## config.mk

```make
export PLATFORM = sky130hd
export DESIGN_NAME = tpwm_top
export DESIGN_NICKNAME = d
export VERILOG_FILES = /design/src/hdl/tpwm_pkg.sv /design/src/hdl/tpwm_top.sv /design/src/hdl/tpwm_counter.sv /design/src/hdl/tpwm_phase.sv
export VERILOG_INCLUDE_DIRS = /design/src /design/src/hdl
export SDC_FILE = /design/constraint.sdc
export NUM_CORES = 1
export LEC_CHECK = 0
export BUFFER_PORTS_ARGS = -buffer_cell sky130_fd_sc_hd__buf_2
export CORE_UTILIZATION = 50
export CTS_CLUSTER_SIZE = 8
export DETAILED_ROUTE_END_ITERATION = 6
export PLACE_DENSITY_LB_ADDON = 0.1
export SLEW_MARGIN = 20
export SYNTH_ARGS = -nofsm -noshare
export SYNTH_HDL_FRONTEND = slang
export SYNTH_SLANG_ARGS = --single-unit
```

## constraint.sdc

```tcl
create_clock -name pclk -period 5.1 [get_ports pclk]
set_input_delay 0.51 -clock pclk [delete_from_list [all_inputs] [get_ports pclk]]
set_output_delay 0.51 -clock pclk [all_outputs]
set_load 0.01 [all_outputs]
```

## src/hdl/tpwm_regs.svh

```systemverilog
// Register offsets, field positions, reset values and widths of the three-phase PWM unit
`ifndef TPWM_REGS_SVH
`define TPWM_REGS_SVH

// Byte offsets on the APB bus
`define TPWM_OFF_CTRL 8'h00
`define TPWM_OFF_PERIOD 8'h04
`define TPWM_OFF_DUTY_A 8'h08
`define TPWM_OFF_DUTY_B 8'h0C
`define TPWM_OFF_DUTY_C 8'h10
`define TPWM_OFF_DEAD 8'h14
`define TPWM_OFF_OUTEN 8'h18
`define TPWM_OFF_STATUS 8'h1C
`define TPWM_OFF_IMASK 8'h20
`define TPWM_OFF_COUNT 8'h24

// Control field positions
`define TPWM_CTRL_RUN 0
`define TPWM_CTRL_DBL 1
`define TPWM_CTRL_EXT 2
`define TPWM_CTRL_POL 3
`define TPWM_CTRL_XOVER 4
`define TPWM_CTRL_SR_LO 5
`define TPWM_CTRL_W 7

// Status and mask field positions
`define TPWM_ST_TRIP 0
`define TPWM_ST_SYNC 1
`define TPWM_ST_HOLD 2
`define TPWM_ST_W 2

// Reset values
`define TPWM_CTRL_RST 7'h00
`define TPWM_PERIOD_RST 16'h0100
`define TPWM_DUTY_RST 16'h0000
`define TPWM_DEAD_RST 16'h0004
`define TPWM_OUTEN_RST 6'h3F
`define TPWM_MASK_RST 2'h0

// Widths
`define TPWM_CNT_W 16
`define TPWM_DCNT_MAX 16'hFFFF

`endif

```

## src/hdl/tpwm_pkg.sv

```systemverilog
// Types shared by the three-phase PWM unit
`default_nettype none
package tpwm_pkg;

    // Counter direction of the triangle
    typedef enum logic {
        DIR_UP = 1'b0,
        DIR_DOWN = 1'b1
    } tpwm_dir_t;

    // Switched reluctance output modes
    typedef enum logic [1:0] {
        SR_OFF = 2'b00,
        SR_LOW_ON = 2'b01,
        SR_PAIR = 2'b10,
        SR_HIGH_ON = 2'b11
    } tpwm_sr_t;

    // Control register layout
    typedef struct packed {
        tpwm_sr_t sr_mode;
        logic xover;
        logic pol_low;
        logic ext_sync;
        logic dbl;
        logic run;
    } tpwm_ctrl_t;

    // Per-phase drive settings
    typedef struct packed {
        logic pol_low;
        logic xover;
        tpwm_sr_t sr_mode;
        logic en_hi;
        logic en_lo;
    } tpwm_drv_t;

    // Counter state
    typedef struct packed {
        tpwm_dir_t dir;
        logic [15:0] cnt;
        logic start;
        logic mid;
    } tpwm_cnt_st_t;

    // Phase state
    typedef struct packed {
        logic raw;
        logic [15:0] dtc;
        logic hi;
        logic lo;
    } tpwm_ph_st_t;

    // Top state
    typedef struct packed {
        tpwm_ctrl_t ctrl;
        logic [15:0] period;
        logic [2:0][15:0] duty_sh;
        logic [2:0][15:0] duty_act;
        logic [15:0] dead;
        logic [5:0] outen;
        logic [1:0] status;
        logic [1:0] imask;
        logic trip_hold;
        logic shut_s1;
        logic shut_s2;
        logic sync_s1;
        logic sync_s2;
        logic sync_s3;
        logic sync_o;
        logic sync_oe_n;
        logic irq;
        logic pready;
        logic pslverr;
        logic [31:0] prdata;
    } tpwm_top_st_t;

endpackage : tpwm_pkg
`default_nettype wire

```

## src/hdl/tpwm_top.sv

```systemverilog
// Three-phase center-based PWM unit with APB registers and interrupt
// Behaviour
// RQ1: 16-bit counter runs up then down
// RQ2: six outputs, high and low per phase
// RQ3: software picks active-high or active-low outputs
// RQ4: period register sets switching frequency
// RQ5: single update loads duties at period start
// RQ6: double update also reloads at midpoint
// RQ7: internal sync pulse driven on sync pin
// RQ8: external sync pulse on pin restarts counter
// RQ9: shutdown low forces outputs off asynchronously; the code clears them to 0, which is the active level when active-low
// RQ10: programmable dead time between complementary edges
// RQ11: duties are two's complement, saturate full
// RQ12: crossover and per-output enables for brushless
// RQ13: switched reluctance modes selectable by software
// RQ14: run bit gates the generator clock
// RQ15: output active inside duty interval around midpoint
// RQ16: shutdown holds until software clears it
//
// The implementer's own choices: register access over APB and the address map.
`timescale 1ns/1ps
`default_nettype none
`include "tpwm_regs.svh"

module tpwm_top (
    input wire logic pclk,
    input wire logic presetn,
    input wire logic psel,
    input wire logic penable,
    input wire logic pwrite,
    input wire logic [7:0] paddr,
    input wire logic [31:0] pwdata,
    output logic [31:0] prdata,
    output logic pready,
    output logic pslverr,
    input wire logic pwm_shutdown_n,
    input wire logic pwm_sync_pin_i,
    output logic pwm_sync_pin_o,
    output logic pwm_sync_pin_oe_n,
    output logic phase_a_high_out,
    output logic phase_b_high_out,
    output logic phase_c_high_out,
    output logic phase_a_low_out,
    output logic phase_b_low_out,
    output logic phase_c_low_out,
    output logic irq
);

    tpwm_pkg::tpwm_top_st_t q;
    tpwm_pkg::tpwm_top_st_t d;

    // Counter and phase wiring
    logic [15:0] count;
    logic start_p;
    logic mid_p;
    logic restart;
    logic phase_arst_n;
    logic [2:0] hi_w;
    logic [2:0] lo_w;
    tpwm_pkg::tpwm_drv_t [2:0] drv;

    // Bus decode helpers
    logic access;
    logic wr;
    logic hit;
    logic [31:0] rdata;
    logic [1:0] st_clr;
    logic [1:0] st_set;

    // External sync edge, taken from the second synchroniser stage
    assign restart = q.ctrl.ext_sync & q.sync_s2 & ~q.sync_s3; // RQ8

    // Shutdown pin acts on the output flops with no clock
    // The gated reset is the price of a truly asynchronous trip
    assign phase_arst_n = presetn & pwm_shutdown_n; // RQ9

    // Period counter
    tpwm_counter u_cnt (
        .pclk(pclk),
        .presetn(presetn),
        .run(q.ctrl.run),
        .restart(restart),
        .period(q.period),
        .count(count),
        .start_p(start_p),
        .mid_p(mid_p)
    );

    // One phase engine per leg
    genvar gi;
    generate
        for (gi = 0; gi < 3; gi++) begin : g_phase
            // Held shutdown masks both sides so polarity sets the OFF level
            always_comb begin
                drv[gi].pol_low = q.ctrl.pol_low;
                drv[gi].xover = q.ctrl.xover;
                drv[gi].sr_mode = q.ctrl.sr_mode;
                drv[gi].en_hi = q.outen[gi] & ~q.trip_hold; // RQ16
                drv[gi].en_lo = q.outen[gi + 3] & ~q.trip_hold; // RQ16
            end

            tpwm_phase u_ph (
                .pclk(pclk),
                .arst_n(phase_arst_n),
                .count(count),
                .period(q.period),
                .duty(q.duty_act[gi]),
                .dead(q.dead),
                .drv(drv[gi]),
                .hi_out(hi_w[gi]),
                .lo_out(lo_w[gi])
            );
        end
    endgenerate

    // APB access phase lasts two cycles, pready from a flop
    // Writes land on the completing edge, where the master sees pready
    always_comb begin
        access = psel & penable & ~q.pready;
        wr = psel & penable & q.pready & pwrite;
    end

    // Read mux and address hit
    always_comb begin
        hit = 1'b1;
        rdata = 32'h0000_0000;
        case (paddr)
            `TPWM_OFF_CTRL: rdata = {25'h0000000, q.ctrl};
            `TPWM_OFF_PERIOD: rdata = {16'h0000, q.period};
            `TPWM_OFF_DUTY_A: rdata = {16'h0000, q.duty_sh[0]};
            `TPWM_OFF_DUTY_B: rdata = {16'h0000, q.duty_sh[1]};
            `TPWM_OFF_DUTY_C: rdata = {16'h0000, q.duty_sh[2]};
            `TPWM_OFF_DEAD: rdata = {16'h0000, q.dead};
            `TPWM_OFF_OUTEN: rdata = {26'h0000000, q.outen};
            `TPWM_OFF_STATUS: rdata = {29'h00000000, q.trip_hold, q.status};
            `TPWM_OFF_IMASK: rdata = {30'h00000000, q.imask};
            `TPWM_OFF_COUNT: rdata = {16'h0000, count};
            default: hit = 1'b0;
        endcase
    end

    // Sticky events: trip while pin low, sync at each period start
    always_comb begin
        st_set = 2'b00;
        st_set[`TPWM_ST_TRIP] = ~q.shut_s2;
        st_set[`TPWM_ST_SYNC] = start_p;
        st_clr = 2'b00;
        if (wr && hit && paddr == `TPWM_OFF_STATUS) begin
            st_clr = pwdata[1:0];
        end
    end

    // Next state
    always_comb begin
        d = q;

        // Two-flop synchronisers for the pins
        d.shut_s1 = pwm_shutdown_n;
        d.shut_s2 = q.shut_s1;
        d.sync_s1 = pwm_sync_pin_i;
        d.sync_s2 = q.sync_s1;
        d.sync_s3 = q.sync_s2;

        // Register writes
        if (wr && hit) begin
            case (paddr)
                `TPWM_OFF_CTRL: d.ctrl = tpwm_pkg::tpwm_ctrl_t'(pwdata[`TPWM_CTRL_W-1:0]);
                `TPWM_OFF_PERIOD: d.period = pwdata[15:0]; // RQ4
                `TPWM_OFF_DUTY_A: d.duty_sh[0] = pwdata[15:0];
                `TPWM_OFF_DUTY_B: d.duty_sh[1] = pwdata[15:0];
                `TPWM_OFF_DUTY_C: d.duty_sh[2] = pwdata[15:0];
                `TPWM_OFF_DEAD: d.dead = pwdata[15:0]; // RQ10
                `TPWM_OFF_OUTEN: d.outen = pwdata[5:0]; // RQ12
                `TPWM_OFF_IMASK: d.imask = pwdata[1:0];
                default: d.imask = q.imask;
            endcase
        end

        // Shadow duties reach the compare only at update points
        // Stopped generator loads at once so software can preset
        if (!q.ctrl.run || start_p) begin
            d.duty_act = q.duty_sh; // RQ5
        end else if (mid_p && q.ctrl.dbl) begin
            d.duty_act = q.duty_sh; // RQ6
        end

        // Status: a set in the clearing cycle wins
        d.status = (q.status & ~st_clr) | st_set;

        // Latched trip released by writing one once the pin is high
        if (!q.shut_s2) begin
            d.trip_hold = 1'b1; // RQ16
        end else if (st_clr[`TPWM_ST_TRIP]) begin
            d.trip_hold = 1'b0; // RQ16
        end

        // Sync pin: drive period-start pulse unless following outside
        d.sync_oe_n = q.ctrl.ext_sync; // RQ8
        d.sync_o = start_p & ~q.ctrl.ext_sync; // RQ7

        // Level interrupt from unmasked sticky bits
        d.irq = |(d.status & q.imask);

        // Bus answer
        d.pready = access;
        d.pslverr = access & ~hit;
        if (access && !pwrite) begin
            d.prdata = rdata;
        end
    end

    // State register
    always_ff @(posedge pclk or negedge presetn) begin
        if (!presetn) begin
            q <= '0;
            q.ctrl <= tpwm_pkg::tpwm_ctrl_t'(`TPWM_CTRL_RST);
            q.period <= `TPWM_PERIOD_RST;
            q.duty_sh <= {3{`TPWM_DUTY_RST}};
            q.duty_act <= {3{`TPWM_DUTY_RST}};
            q.dead <= `TPWM_DEAD_RST;
            q.outen <= `TPWM_OUTEN_RST;
            q.imask <= `TPWM_MASK_RST;
            q.shut_s1 <= 1'b1;
            q.shut_s2 <= 1'b1;
            q.sync_oe_n <= 1'b1;
        end else begin
            q <= d;
        end
    end

    // Outputs, each straight from a flop
    assign prdata = q.prdata;
    assign pready = q.pready;
    assign pslverr = q.pslverr;
    assign irq = q.irq;
    assign pwm_sync_pin_o = q.sync_o;
    assign pwm_sync_pin_oe_n = q.sync_oe_n;
    assign phase_a_high_out = hi_w[0]; // RQ2
    assign phase_b_high_out = hi_w[1];
    assign phase_c_high_out = hi_w[2];
    assign phase_a_low_out = lo_w[0];
    assign phase_b_low_out = lo_w[1];
    assign phase_c_low_out = lo_w[2];

endmodule : tpwm_top
`default_nettype wire

```

## src/hdl/tpwm_counter.sv

```systemverilog
// Center-based up/down period counter with start and midpoint pulses
`timescale 1ns/1ps
`default_nettype none
`include "tpwm_regs.svh"

module tpwm_counter (
    input wire logic pclk,
    input wire logic presetn,
    input wire logic run,
    input wire logic restart,
    input wire logic [15:0] period,
    output logic [15:0] count,
    output logic start_p,
    output logic mid_p
);

    tpwm_pkg::tpwm_cnt_st_t q;
    tpwm_pkg::tpwm_cnt_st_t d;

    // Triangle: up from zero to the period, then back down
    always_comb begin
        d = q;
        d.start = 1'b0;
        d.mid = 1'b0;
        if (restart) begin
            d.cnt = 16'h0000; // RQ8
            d.dir = tpwm_pkg::DIR_UP;
            d.start = 1'b1;
        end else if (run) begin // RQ14
            case (q.dir)
                tpwm_pkg::DIR_UP: begin
                    if (q.cnt >= period) begin // RQ4
                        d.mid = 1'b1; // RQ6
                        // Zero period would wrap below zero, so it idles
                        if (period == 16'h0000) begin
                            d.start = 1'b1;
                        end else begin
                            d.dir = tpwm_pkg::DIR_DOWN;
                            d.cnt = q.cnt - 16'h0001;
                        end
                    end else begin
                        d.cnt = q.cnt + 16'h0001; // RQ1
                    end
                end
                tpwm_pkg::DIR_DOWN: begin
                    if (q.cnt <= 16'h0001) begin
                        d.dir = tpwm_pkg::DIR_UP;
                        d.cnt = 16'h0000;
                        d.start = 1'b1; // RQ5
                    end else begin
                        d.cnt = q.cnt - 16'h0001;
                    end
                end
                default: begin
                    d.dir = tpwm_pkg::DIR_UP;
                end
            endcase
        end
    end

    // State register
    always_ff @(posedge pclk or negedge presetn) begin
        if (!presetn) begin
            q <= '0;
        end else begin
            q <= d;
        end
    end

    assign count = q.cnt;
    assign start_p = q.start;
    assign mid_p = q.mid;

endmodule : tpwm_counter
`default_nettype wire

```

## src/hdl/tpwm_phase.sv

```systemverilog
// One phase: duty compare, dead time, mode shaping and output flops
`timescale 1ns/1ps
`default_nettype none
`include "tpwm_regs.svh"

module tpwm_phase (
    input wire logic pclk,
    input wire logic arst_n,
    input wire logic [15:0] count,
    input wire logic [15:0] period,
    input wire logic [15:0] duty,
    input wire logic [15:0] dead,
    input wire tpwm_pkg::tpwm_drv_t drv,
    output logic hi_out,
    output logic lo_out
);

    tpwm_pkg::tpwm_ph_st_t q;
    tpwm_pkg::tpwm_ph_st_t d;
    logic signed [17:0] thresh;
    logic act;
    logic settled;
    logic h;
    logic l;

    // Pulse of width twice the duty plus one count, centred on the count peak
    // Signed duty: below zero is full OFF, period or above full ON
    always_comb begin
        thresh = $signed({2'b00, period}) - $signed({{2{duty[15]}}, duty}); // RQ11
        act = $signed({2'b00, count}) >= thresh; // RQ15
    end

    // Dead time, crossover, reluctance modes, enables, polarity
    always_comb begin
        d = q;
        d.raw = act;
        if (act != q.raw) begin
            d.dtc = 16'h0000; // RQ10
        end else if (q.dtc != `TPWM_DCNT_MAX) begin
            d.dtc = q.dtc + 16'h0001;
        end
        settled = (act == q.raw) && (q.dtc >= dead); // RQ10
        h = act & settled;
        l = ~act & settled;
        if (drv.xover) begin
            h = ~act & settled; // RQ12
            l = act & settled;
        end
        case (drv.sr_mode)
            tpwm_pkg::SR_LOW_ON: l = 1'b1; // RQ13
            tpwm_pkg::SR_PAIR: l = h; // RQ13
            tpwm_pkg::SR_HIGH_ON: h = 1'b1; // RQ13
            default: h = h;
        endcase
        h = h & drv.en_hi; // RQ12
        l = l & drv.en_lo; // RQ12
        d.hi = h ^ drv.pol_low; // RQ3
        d.lo = l ^ drv.pol_low; // RQ3
    end

    // Cleared at once by reset or by the shutdown pin, no clock needed
    always_ff @(posedge pclk or negedge arst_n) begin
        if (!arst_n) begin
            q <= '0; // RQ9
        end else begin
            q <= d;
        end
    end

    assign hi_out = q.hi;
    assign lo_out = q.lo;

endmodule : tpwm_phase
`default_nettype wire

```

Yosys cells after proc, flatten, opt, wreduce, memory -nomap -nowiden
Cells that the tools add are included.
Widths: inputs -> output; s select.
{ "totals": {"reg_bits": 264, "elab_cells": 197, "in_bits": 47} }
{ "classes": {"eq_ne": 23, "n_addsub": 8, "reduce_logical": 28, "muxes": 38, "bitwise": 47, "n_lt_le_gt_ge": 8} }
{ "op_table": {"columns": ["operator", "n"], "rows": [
  ["$pmux 16 s10", 1],
  ["$mux 16", 8],
  ["$mux 48", 2],
  ["$add 16x1->16 const B", 4],
  ["$ge 16x16->1", 4],
  ["$ge 17x18->1", 3],
  ["$sub 17x16->18", 3],
  ["$ne 16x16->1 const B", 3],
  ["$pmux 18 s2", 1],
  ["$eq 8x5->1 const B", 4],
  ["$and 1x1->1", 27],
  ["$mux 19", 1],
  ["$mux 1", 18],
  ["$mux 18", 1],
  ["$reduce_and 2->1", 9],
  ["$mux 17", 1],
  ["$eq 8x4->1 const B", 2],
  ["$eq 8x6->1 const B", 2],
  ["$le 16x1->1 const B", 1],
  ["$logic_not 16->1", 1],
  ["$sub 16x1->16 const B", 1],
  ["$not 1->1", 10],
  ["$reduce_bool 2->1", 5],
  ["$reduce_or 10->1", 1],
  ["18 further kinds", 39]
]} }

Logic depth before layout (Yosys ltp)
Gate-level depths: netlist (run 1).
{ "depth": {"word_depth": 11, "depth_mapped": 23} }

Cells and area by module
From an unflattened synthesis (run 1), not the netlist that was laid out.
{ "hier_totals": {"hier_cells": 1882, "hier_area_um2": 18383.9} }
{ "by_module_without_submodules": {"columns": ["module", "area_per_inst_um2", "seq_area_each_um2", "cells_per_inst", "n_inst"], "rows": [
  ["tpwm_top", 7704.9, 4317.9, 583, 1],
  ["tpwm_phase (g_phase[1].u_ph ...)", 2805.2, 475.5, 336, 2],
  ["tpwm_phase (g_phase[0].u_ph)", 2776.4, 475.5, 344, 1],
  ["tpwm_counter", 2292.2, 475.5, 283, 1]
]} }

Least setup slack after synthesis (run 1)
Ideal clock, no wire load.
{ "synth_timing": {"path_kind": "flip-flop to flip-flop", "from": "reg, netlist name q[165]", "to": "reg g_phase[1].u_ph.q[10] in the netlist's numbering", "t_arrival_ns": 4.419, "setup_slack_ns": 0.549, "setup_ns": 0.132, "path_stages_with_launch": 22, "path_cell_list": "dfrtp_1 -> inv_1 -> ha_1 -> inv_1 -> fa_1 -> a21o_1 -> a2111oi_0 -> or2_2 -> o21ai_0 -> a21oi_1 -> xnor2_1 -> ha_1 -> nand2_1 -> nor2_1 -> a2111oi_0 -> nor2_1 -> a211oi_1 -> o21ai_0 -> mux2_2 -> xor2_1 -> clkbuf_1 -> nor2_1"} }
{ "synth_via": {"elab_chain_cells": 4, "word_cells_on_any_way": 5, "classes_between": "add/sub: 1; order compare: 1; eq/ne: 1; mux: 1; reduce/logical: 1"} }
{ "synth_rtl": {"columns": ["item", "line", "text"], "rows": [
  ["$sub 17x16->18 (*)", "tpwm_phase.sv:29", "thresh = $signed({2'b00, period}) - $signed({{2{duty[15]}}, duty});"],
  ["$ge 17x18->1 (*)", "tpwm_phase.sv:30", "act = $signed({2'b00, count}) >= thresh;"],
  ["via g_phase[1].u_ph.act", "tpwm_phase.sv:21", "logic act;"],
  ["$ne 1x1->1 (*)", "tpwm_phase.sv:37", "if (act != q.raw) begin"],
  ["$mux 16 or $reduce_bool 2->1 (tied branches)", null, null],
  ["end signal, assigned", "tpwm_phase.sv:64", "q <= '0;"],
  ["end signal, assigned", "tpwm_phase.sv:66", "q <= d;"],
  ["end, declared", "tpwm_phase.sv:18", "tpwm_pkg::tpwm_ph_st_t q;"]
]} }
Mark *: on every way through the listed nets, which the timed path passes. The rest lies on a longest branch.
A chain may end at the register's enable or synchronous reset.

==> results.txt, run 1 <==
The detailed-placement wirelength estimate is 32400 um. The final cell area excluding filler cells came out at 18300 um^2. The endpoint of the most critical setup path is g_phase[2].u_ph.lo_out.

STA classifies the critical path endpoint as a register. After synthesis, the cell types taking the most area are dfrtp_1 (36%), ha_1 (13%), mux2_2 (7.6%), nor2_1 (3.2%), nand2_1 (2.9%). The number of enable flip-flop cells after synthesis is 0. The count of endpoints failing hold in the final timing report is 0. The core region area came out at 31800 um^2.

The layout overhead on the synthesized area is 12.4%. The number of standard cells in the final layout excluding fillers came out at 2215. The worst-case register-to-register setup slack is 230 ps. In this run the tool buffered the top-level ports with 57 buffer cells. TritonCTS built the clock tree. The minimum period implied by the final worst setup slack came out at 4870 ps. The row count is 65.

The final setup violation count is 0. In this run the critical register-to-register path is launched from q[166]. The required time at the endpoint of the critical path is 5550 ps. By count the netlist is led by dfrtp_1 (237), ha_1 (172), nor2_1 (138). The pin count of the biggest net entering global routing came out at 73. The clock buffer count from CTS came out at 37. The die width is 182 um. The via count of the first global-routing pass came out at 13000. The flow ran to the end, and the final reports show no timing, DRC or antenna violations. Using the TritonRoute via totals, the vias-per-cell ratio works out to 5.89. The critical path startpoint category is a register.

The largest total area in the synthesized netlist belongs to dfrtp_1. Sequential elements use 38.2% of the synthesized area. For this run, asynchronously set or reset flops after synthesis account for 100%.

The overall routed net length is 44300 um. Cells with a size suffix above 1 make up 17.1% of the layout. The biggest fanout along the worst timing path is 5. The first global-routing pass estimated 71300 um of wire. The number of levels the H-tree was split into came out at 2. The distinct cell type count after synthesis is 73.

The maximum clock rate is 206 MHz. Max-cap violations in this run came to 0. In this run the critical register-to-register path is captured at g_phase[2].u_ph.lo_out.

90 I/O pins were placed. Of the available clock period, the critical path in the final layout requires 95.4%. The sum of internal, switching and leakage power is 5.01 mW. For the worst flop-to-flop path, the logic depth is 20. The instance area after placement is 17100 um^2. The worst clock skew came out at 23.1 ps. The top-area cell type share of the netlist area came out at 36.4%. After detailed routing, the number of remaining DRC violations is 0.

The post-synthesis average cell area came out at 9.65 um^2. In this run the worst hold path is classified as primary input to register. The root buffer selected by CTS is clkbuf_16. The y dimension of the die came out at 182 um. The synthesis warning total is 0. The die area is 33300 um^2. The final net count came out at 1980. The most frequent cell after synthesis is dfrtp_1.

The number of max-slew violations in the final report was 0. The total via count after detailed routing came out at 13000. The number of antenna violations at the first check in global routing is 0. The clock-pin transition on the worst setup and hold timing paths is 50 ps. In this run the worst setup path begins at q[166]. After synthesis the netlist holds a flip-flop and latch count of 248.

The initial detailed-routing violation count is 897. The number of clock sinks is 248. The startpoint of the lowest-slack hold path is pwm_sync_pin_i.

Data arrives at the worst endpoint at 5320 ps. Routability-driven placement finished with a final weighted congestion of 0.945. The overall fraction of global-route tracks in use came out at 27.3%. The area of the mapped netlist came out at 16300 um^2.

The post-synthesis instance total is 1687. The detail route stage leaves a number of antenna-violating nets equal to 0. The measured slew at the worst slew-check pin came out at 1160 ps. After detailed routing, the average wire length per cell comes to 20.0 um.

Headroom to the max-slew limit came out at 22.3%. The detailed-routing iteration count for the pre-antenna-repair pass is 5. The effective utilization at floorplan is 51.2%. At the end of the flow the core is filled with cells to 57.6%. The source-to-sink clock delay at the later pin of the worst-skew pair is 540 ps. The reported leakage power came out at 8.88 nW.

The critical path start-end classification is register to register. The commonest register cell after synthesis is dfrtp_1. The final global-route overflow total is 0. Across the VDD grid, the largest voltage drop is 0.000247 V. The power density over the cells is 273 nW/um^2. The maximum count of clock buffers along a single path came out at 3. Summed over all failing endpoints, the final setup total negative slack is 0 ps.

After detailed placement, the design holds a cell count of 2147.
stage by stage:
stage / setup WS [ps] / hold slack, ps
after CTS: 4.44 / 66.9
after floorplan: 549 / 214
after global routing: -15.2 / 57.4
final: 234 / 80.5
after detailed placement: 62.1 / 341
after global placement: 141 / 338
placed cells by master (no fill, tap or decap), types with 6 or more instances in the layout:
| cell | n |
|---|---|
| a211oi_1 | 10 |
| a21o_1 | 32 |
| a21oi_1 | 78 |
| a221oi_1 | 14 |
| a22o_1 | 13 |
| a22oi_1 | 40 |
| a31oi_1 | 17 |
| a41oi_1 | 14 |
| and2_1 | 7 |
| and3_1 | 19 |
| and4_1 | 7 |
| buf_2 | 56 |
| buf_4 | 40 |
| clkbuf_1 | 17 |
| clkbuf_16 | 37 |
| conb_1 | 16 |
| dfrtp_1 | 235 |
| dfstp_2 | 11 |
| ha_1 | 171 |
| inv_1 | 110 |
| mux2_2 | 109 |
| nand2_1 | 126 |
| nand2b_1 | 22 |
| nand3_1 | 39 |
| nand3b_1 | 7 |
| nand4_1 | 19 |
| nor2_1 | 134 |
| nor2b_1 | 12 |
| nor3_1 | 34 |
| nor3_2 | 6 |
| nor4_1 | 8 |
| o211ai_1 | 6 |
| o21a_1 | 12 |
| o21ai_0 | 88 |
| o21bai_1 | 6 |
| or3_1 | 10 |
| xnor2_1 | 41 |
| xor2_1 | 43 |
how the worst min path moves through the flow:
stage / endpoint / slack [ps] / cells after the start
floorplan: d[35] / 210 / 0
global placement: d[37] / 340 / 0
detailed placement: d[37] / 340 / 0
CTS: d[38] / 70 / 1
global route: d[38] / 60 / 1
finish: d[38] / 80 / 1
flip-flops by register name, indices dropped and copies added (netlist names), 3 cells and up:
signal	cells
g_phase.u_ph.q	51
d	4
prdata	16
q	143
g_phase.u_ph.lo_out	3
g_phase.u_ph.hi_out	3
u_cnt.count	16
drv	4
timing repair:
| action | 4_1_cts | 5_1_grt |
|---|---|---|
| hold endpoints to repair | 50 | 0 |
| setup buffers | 0 | 6 |
| setup endpoints to repair | 0 | 38 |
| resized for setup | 0 | 27 |
| hold buffers | 1 | 0 |
worst max-delay path, cell delays in order (launching register included):
cell and delay, ps:
dfrtp_2 450, ha_1 300, nor2b_1 140, o31a_1 280, o41a_1 380, a221o_1 410
o21ai_1 140, nand2b_1 80, xnor2_1 130, ha_1 290, a21oi_1 150, nor2_1 70
a2111oi_2 300, nor2_1 100, a211o_1 340, a2111oi_4 420, nor3_4 130, mux2i_2 220
nand3b_1 120, a21oi_2 170, xor2_1 180
area by class of cell:
type                    count  area (um^2)
repair buffers             98          604
well taps                 435          544
flip-flops and latches    248         6220
clock buffers              55         1000
diodes                      1         2.50
multi-input cells        1263         9430
inverters                 110          413
fillers                  2789        13500
clock inverters             5         78.8
kinds of logic after synthesis:
kind of cell	Yosys count	synth area share, %
AO/OA/AOI/OAI	398	16.6
other	1	0.0230
adder cells (fa/ha/maj)	175	13.6
flip-flops	248	38.2
AND/OR/NAND/NOR	472	13.8
buffers and inverters	191	5.16
multiplexers	117	8.04
XOR/XNOR	85	4.62
power by group:
part | total [mW] | switching (mW) | internal [mW]
Clock | 2.28 | 0.914 | 1.36
Combinational | 0.439 | 0.249 | 0.190
Sequential | 2.29 | 0.207 | 2.08
metal layers:
metal	vias up	global-route usage (%)	share of wire, %
met3	78	5.53	6.4
met1	6359	36.9	45
met4	0	8.67	2.6
met2	403	44.0	46
met5	-	0	0
li1	6209	-	-
(Power assumes the default switching activity.)
==> inputs of run 2 (changes only) <==
--- a/config.mk
+++ b/config.mk
@@ -8,6 +8,7 @@
 export LEC_CHECK = 0
 export BUFFER_PORTS_ARGS = -buffer_cell sky130_fd_sc_hd__buf_2
 export CORE_UTILIZATION = 50
+export CTS_BUF_LIST = sky130_fd_sc_hd__clkbuf_16
 export CTS_CLUSTER_SIZE = 8
 export DETAILED_ROUTE_END_ITERATION = 6
 export PLACE_DENSITY_LB_ADDON = 0.1
==> run 2 against run 1 <==
Effect of this change: via count shrank 0.18%; total power fell by 0.98%; fmax is essentially flat; sequential share of layout area barely moved; setup slack better by 3.3 ps; non-clock buffer count stayed put; die area unchanged; critical path type unchanged; critical endpoint unchanged; largest cell class unchanged; largest power group unchanged; highest routed layer unchanged.
==> results.txt, run 2 (synthesized netlist as in run 1, its figures left out) <==
The die area came out at 33300 um^2 (unchanged). The critical path startpoint category is a register (unchanged). The worst clock skew is 23.7 ps (was 23.1 ps). The y dimension of the die is 182 um (unchanged).

The final setup violation count is 0 (unchanged). The maximum clock rate came out at 206 MHz (about the same). The part of the cycle the worst path needs is 95.3% (was 95.4%).

The share of layout cells above drive strength 1 came to 17.0% (was 17.1%). The source-to-sink clock delay at the later pin of the worst-skew pair is 540 ps (about the same). The critical path start-end classification was register to register (unchanged).

The remaining design rule violation count is 0 (unchanged). The number of diodes came to 0 (was 1). The signal arrival time at the worst endpoint is 5310 ps (was 5320 ps).

The via density per instance is 5.88 (was 5.89). The count of max-cap constraint violations is 0 (unchanged). The worst setup slack before clock tree synthesis came out at 62.1 ps (unchanged). The required time at the endpoint of the critical path is 5550 ps (about the same).

The critical path endpoint category is a register (unchanged). The headroom to the max-slew limit was 23.2% (was 22.3%). The detailed-placement wirelength estimate is 32400 um (unchanged).

The launching point of the worst reg2reg path is q[166] (unchanged). The average detailed-routed wire length per instance came out at 20.0 um (about the same). The power density over the cells came to 271 nW/um^2 (was 273 nW/um^2). The clock buffer count from CTS is 37 (unchanged). The number of buffer and inverter stages on the critical path is 0 (unchanged). The largest incremental delay on the critical path came out at 450 ps (about the same). Largest registers: q x143, g_phase.u_ph.q x51 (unchanged). The minimum period implied by the final worst setup slack is 4860 ps (was 4870 ps).

The initial detailed-routing violation count was 884 (was 897). The final net count is 1980 (unchanged). The die width came out at 182 um (unchanged).

The global-route wire length before repair came out at 71200 um (was 71300 um). The final critical-path setup slack is 237 ps (was 234 ps). The number of buffers inserted by port buffering came out at 57 (unchanged).

The class of the tightest hold or removal check was primary input to register (unchanged). The count of endpoints failing hold in the final timing report came out at 0 (unchanged). The overall fraction of global-route tracks in use came out at 27.3% (about the same). The final global-route overflow total was 0 (unchanged). The final antenna-violating net count is 0 (unchanged). The hold path endpoint was d[38] (unchanged).

The pin count of the biggest net entering global routing came out at 73 (unchanged). The worst hold slack across all endpoints was 81.4 ps (was 80.5 ps). The overall routed net length is 44300 um (about the same). Outcome: completed (unchanged).

The most common cell after layout, fill and taps aside was dfrtp_1 (unchanged). The largest voltage drop on the vdd net came out at 0.000249 V (was 0.000247 V). The depth of the worst register-to-register path is 20 (unchanged). The detailed-routing iteration count for the pre-antenna-repair pass came out at 6 (was 5). The clock tree from TritonCTS is yes (unchanged). The maximum count of clock buffers along a single path came out at 3 (unchanged).

The via count of the first global-routing pass is 13000 (about the same). The endpoint of the lowest-slack register-to-register path is g_phase[2].u_ph.lo_out (unchanged). The row count is 65 (unchanged). The root buffer selected by CTS is clkbuf_16 (unchanged). The reported leakage power came out at 8.95 nW (was 8.88 nW). The biggest fanout along the worst timing path is 5 (unchanged). The placer's final routability congestion estimate is 0.945 (unchanged). The register name with the most flops is q (unchanged). The family with the most delay on the worst path is compound AO/OA/AOI/OAI gates (unchanged). Cells traversed along the worst timing path: ha_1, nor2b_1, o31a_1, o41a_1, a221o_1, nand4_1, nand2_1, xnor2_1, ha_1, nand2_1, nor2_1, a2111oi_2, nor2_1, a211o_1, a2111oi_4, nor3_4, mux2i_2, nand3b_1, a21oi_2, xor2_1 (was ha_1, nor2b_1, o31a_1, o41a_1, a221o_1, o21ai_1, nand2b_1, xnor2_1, ha_1, a21oi_1, nor2_1, a2111oi_2, nor2_1, a211o_1, a2111oi_4, nor3_4, mux2i_2, nand3b_1, a21oi_2, xor2_1). The number of top-level design ports is 90 (unchanged). The startpoint of the lowest-slack hold path is pwm_sync_pin_i (unchanged). The number of cells on the worst hold path is 1 (unchanged). Commonest cells after routing, fill and taps aside: dfrtp_1 (235), ha_1 (171), nor2_1 (134) (unchanged).

The number of antenna violations at the first check in global routing came out at 0 (unchanged). The number of clock sinks is 248 (unchanged). The worst-path cell with the longest stage delay is dfrtp_2 (unchanged). The effective utilization at floorplan is 51.2% (unchanged). The core region area came to 31800 um^2 (unchanged). The worst-case register-to-register setup slack came out at 240 ps (was 230 ps).

The measured slew at the worst slew-check pin was 1150 ps (was 1160 ps). The total via count after detailed routing came out at 13000 (about the same). The number of max-slew violations in the final report came out at 0 (unchanged). The number of levels the H-tree was split into came out at 2 (unchanged). The layout overhead on the synthesized area came to 12.3% (was 12.4%). The number of flip-flops in the largest register is 143 (unchanged). The clock-pin transition on the worst setup and hold timing paths came out at 50 ps (about the same).
[run 2: cell types whose count changed in the layout (fill, tap and decap cells not counted), sizes merged]
cell / delta
inv: +17
clkinv: +1
clkbuf: -18
diode: -1
[run 2: worst max path at each step]
stage	from	end	slack [ps]	cells past startpoint
2_1_floorplan	q[165]	g_phase[1].u_ph.q[10]	550	21
3_3_place_gp	q[165]	g_phase[1].u_ph.lo_out	140	23
3_5_place_dp	q[165]	g_phase[2].u_ph.lo_out	60	24
4_1_cts	q[165]	g_phase[2].u_ph.lo_out	5	24
5_1_grt	q[165]	g_phase[1].u_ph.lo_out	-20	23
6_report	q[166]	g_phase[2].u_ph.lo_out	240	20
[run 2: cell type report]
| type | count | area (um^2) |
|---|---|---|
| fill | 2790 | 13500 |
| multi-input combinational | 1263 | 9430 |
| sequential | 248 | 6220 |
| clock buffer | 37 | 926 |
| timing repair buffer | 98 | 604 |
| tap | 435 | 544 |
| inverter | 110 | 413 |
| clock inverter | 23 | 146 |
[run 2: worst register-to-register path: cells and delay by family, from the launching register on]
kind,cells,cell delay (ps)
xor gates and xnor gates,2,350
muxes,1,230
AOI/OAI and AO/OA,7,2280
DFF,1,450
and+or+nand+nor,8,860
adders and majority gates,2,620
[run 2: layer usage]
metal / up-vias / track usage, % / routed length, um
li1: 6205 / - / -
met1: 6376 / 36.8 / 20100
met2: 367 / 44.0 / 20400
met3: 78 / 5.53 / 2630
met4: 0 / 8.67 / 1170
met5: - / 0 / 0
[run 2: power by group]
part	switching (mW)	internal, mW
Clock	0.915	1.31
Sequential	0.206	2.08
Combinational	0.249	0.191
[run 2: repair_timing]
item                       in CTS  in global routing
buffers inserted                0                  6
hold endpoints to repair       50                  0
setup endpoints to repair       0                 38
hold buffers                    1                  0
gates resized for setup         0                 27
[run 2: stage by stage]
step	setup TNS [ps]	power, mW	area (um^2)	instances	utilization, %
2_1_floorplan	0	2.58	16300	1702	-
3_3_place_gp	0	2.73	17100	2147	53.7
3_5_place_dp	0	2.75	17100	2147	53.7
4_1_cts	0	5.01	18100	2208	57.1
5_1_grt	-21.6	5.19	18300	2214	57.5
6_report	0	4.96	18300	2214	57.5
==> inputs of run 3 (changes only) <==
==> constraint.sdc (replaced) <==
create_clock -name pclk -period 6 [get_ports pclk]
set_input_delay 0.6 -clock pclk [delete_from_list [all_inputs] [get_ports pclk]]
set_output_delay 0.6 -clock pclk [all_outputs]
set_load 0.01 [all_outputs]
==> run 3 against run 2 <==
Effect of this change: clock-buffer cell count increased by 1; setup slack improved by 490 ps; global-route usage decreased by 0.50 points; non-clock buffer count down 26; final area fell by 1.6%; first-iteration DRC count is 10% higher; sequential share of layout area rose by 0.53 points; sequential power down 15%; routed wire length decreased by 1.8%; critical path type unchanged.
==> results.txt, run 3 (synthesized netlist as in run 1, its figures left out) <==
The effective utilization at floorplan is 51.2% (unchanged). The layout overhead on the synthesized area is 10.5% (was 12.3%). The number of top-level design ports came out at 90 (unchanged). The largest incremental delay on the critical path came out at 420 ps (was 450 ps).

The final antenna-violating net count came out at 0 (unchanged). The count of buffers added by post-CTS timing repair for setup is 0 (unchanged). The part of the cycle the worst path needs is 87.9% (was 95.3%).

The number of levels the H-tree was split into came out at 2 (unchanged). Commonest cells after routing, fill and taps aside: dfrtp_1 (237), ha_1 (172), nor2_1 (132) (was dfrtp_1 (235), ha_1 (171), nor2_1 (134)). The clock tree from TritonCTS is yes (unchanged).

The overall fraction of global-route tracks in use was 26.8% (was 27.3%). Largest registers: q x143, g_phase.u_ph.q x51 (unchanged). The detailed-routing iteration count for the pre-antenna-repair pass is 5 (was 6). The number of clock sinks is 248 (unchanged). The number of max-slew violations in the final report came out at 0 (unchanged). The number of antenna violations at the first check in global routing is 2 (was 0).

The clock-pin transition on the worst setup and hold timing paths is 50 ps (about the same). The required time at the endpoint of the critical path was 6380 ps (was 5550 ps). The number of hold buffers added after cts is 0 (was 1).

The source-to-sink clock delay at the later pin of the worst-skew pair was 520 ps (was 540 ps). The critical path start-end classification was register to register (unchanged). The final setup violation count is 0 (unchanged). The final net count came to 1954 (was 1980).

The remaining design rule violation count came out at 0 (unchanged). The worst setup path startpoint is q[165] (was q[166]). The power density over the cells came to 236 nW/um^2 (was 271 nW/um^2). The final global-route overflow total came out at 0 (unchanged). The share of layout cells above drive strength 1 came out at 14.8% (was 17.0%). The number of buffers inserted by port buffering is 57 (unchanged). The number of flip-flops in the largest register came out at 143 (unchanged). The overall routed net length is 43400 um (was 44300 um). The most common cell after layout, fill and taps aside is dfrtp_1 (unchanged).

The average detailed-routed wire length per instance is 19.9 um (was 20.0 um). The placer's final routability congestion estimate came to 0.903 (was 0.945). Cells traversed along the worst timing path: inv_1, ha_1, inv_1, fa_1, a21o_1, a2111oi_0, buf_4, or2_2, o21ai_0, a21oi_1, xnor2_1, ha_1, nand2_1, nor2_1, a2111oi_0, nor2_1, a211oi_1, o21ai_0, mux2_2, or3_1, a21oi_1, o311ai_1, xnor2_1 (was ha_1, nor2b_1, o31a_1, o41a_1, a221o_1, nand4_1, nand2_1, xnor2_1, ha_1, nand2_1, nor2_1, a2111oi_2, nor2_1, a211o_1, a2111oi_4, nor3_4, mux2i_2, nand3b_1, a21oi_2, xor2_1). The endpoint of the lowest-slack register-to-register path is g_phase[1].u_ph.lo_out (was g_phase[2].u_ph.lo_out). The headroom to the max-slew limit is 32.9% (was 23.2%).

The number of diodes is 0 (unchanged). The fill cell total of the finished layout was 2811 (was 2790). The die area came out at 33300 um^2 (unchanged).

The sum of internal, switching and leakage power is 4.24 mW (was 4.96 mW). The critical path endpoint category was a register (unchanged). The count of max-cap constraint violations is 0 (unchanged). The number of buffer and inverter stages on the critical path is 3 (was 0).

The worst clock skew came out at 20.4 ps (was 23.7 ps). The register name with the most flops is q (unchanged). The reported leakage power came out at 8.80 nW (was 8.95 nW). The signal arrival time at the worst endpoint came out at 5660 ps (was 5310 ps). The root buffer selected by CTS is clkbuf_16 (unchanged). The post-cts gate resize count came out at 0 (unchanged).

The worst-path cell with the longest stage delay is dfrtp_1 (was dfrtp_2). The family with the most delay on the worst path is compound AO/OA/AOI/OAI gates (unchanged). The maximum clock rate came to 190 MHz (was 206 MHz). The via density per instance was 5.94 (was 5.88). The minimum period implied by the final worst setup slack is 5270 ps (was 4860 ps). The maximum count of clock buffers along a single path is 3 (unchanged). The biggest fanout along the worst timing path is 5 (unchanged). The setup total negative slack is 0 ps (unchanged). The largest voltage drop on the vdd net came out at 0.000280 V (was 0.000249 V). The detailed-placement wirelength estimate was 31700 um (was 32400 um).

The worst-case register-to-register setup slack is 730 ps (was 240 ps). The critical path startpoint category was a register (unchanged). The count of endpoints failing hold in the final timing report is 0 (unchanged). The total via count after detailed routing was 13000 (about the same).

The depth of the worst register-to-register path is 23 (was 20). The class of the tightest hold or removal check was primary input to async pin (was primary input to register). The via count of the first global-routing pass came to 12800 (was 13000). The die width is 182 um (unchanged). The clock buffer count from CTS is 37 (unchanged). The initial detailed-routing violation count is 975 (was 884). The y dimension of the die is 182 um (unchanged).

The measured slew at the worst slew-check pin came to 1010 ps (was 1150 ps). The launching point of the worst reg2reg path is q[165] (was q[166]). Outcome: completed (unchanged). The row count is 65 (unchanged). The global-route wire length before repair was 69900 um (was 71200 um). The pin count of the biggest net entering global routing was 122 (was 73). Setup repair after global routing left no endpoint under its margin. The core region area was 31800 um^2 (unchanged).
==> run 3: changes by cell type in the layout (fill, tap and decap cells not counted), moves of 3 or more <==
cell       before  now
inv_1         127  121
a211oi_1       10   13
buf_4          40   14
a211oi_2        3    0
a2111oi_0       3    6
==> run 3: cell type report <==
cell class / count / area [um^2] / area share (%)
Tap cell: 435 / 544 / 3.02
Sequential cell: 248 / 6220 / 34.5
Timing Repair Buffer: 72 / 419 / 2.33
Clock buffer: 38 / 951 / 5.28
Clock inverter: 16 / 115 / 0.639
Inverter: 110 / 413 / 2.29
Multi-Input combinational cell: 1263 / 9340 / 51.9
==> run 3: metal layers <==
layer | global-route usage, % | routed length [um] | up-vias | share of wire, %
met1 | 36.5 | 19700 | 6391 | 45
met3 | 4.81 | 2650 | 74 | 6.1
met2 | 43.6 | 20000 | 337 | 46
li1 | - | - | 6156 | -
met5 | 0 | 27 | - | 0.062
met4 | 7.66 | 1080 | 4 | 2.5
==> run 3: how the worst max path moves through the flow <==
stage | endpoint | slack, ps | depth (start not counted)
floorplan | g_phase[1].u_ph.q[10] | 1450 | 21
global placement | g_phase[2].u_ph.q[12] | 800 | 18
detailed placement | g_phase[2].u_ph.q[8] | 700 | 18
CTS | g_phase[2].u_ph.q[8] | 680 | 18
global route | g_phase[2].u_ph.q[14] | 300 | 21
finish | g_phase[1].u_ph.lo_out | 730 | 23
==> run 3: report_power, final <==
| part | internal (mW) | switching (mW) |
|---|---|---|
| clock network | 1.17 | 0.746 |
| registers | 1.77 | 0.176 |
| logic | 0.162 | 0.214 |
==> run 3: worst register-to-register path, stage by stage (launching register included) <==
cell       delay, ps
dfrtp_1          420
inv_1            150
ha_1             190
inv_1             60
fa_1             400
a21o_1           210
a2111oi_0        380
buf_4            190
or2_2            130
o21ai_0          110
a21oi_1          240
xnor2_1          150
ha_1             260
nand2_1           70
nor2_1            30
a2111oi_0        380
nor2_1            90
a211oi_1         370
o21ai_0          130
mux2_2           380
or3_1            340
a21oi_1          160
o311ai_1         150
xnor2_1          150
==> run 3: per-stage QoR <==
step | hold WS [ps] | setup WS [ps] | util (%) | area (um^2) | instances
after floorplan | 304 | 1450 | - | 16300 | 1702
after global placement | 339 | 799 | 53.3 | 16900 | 2128
after detailed placement | 346 | 697 | 53.3 | 16900 | 2128
after CTS | 109 | 683 | 56.6 | 18000 | 2182
after global routing | 141 | 301 | 56.6 | 18000 | 2182
final | 78.1 | 725 | 56.6 | 18000 | 2182
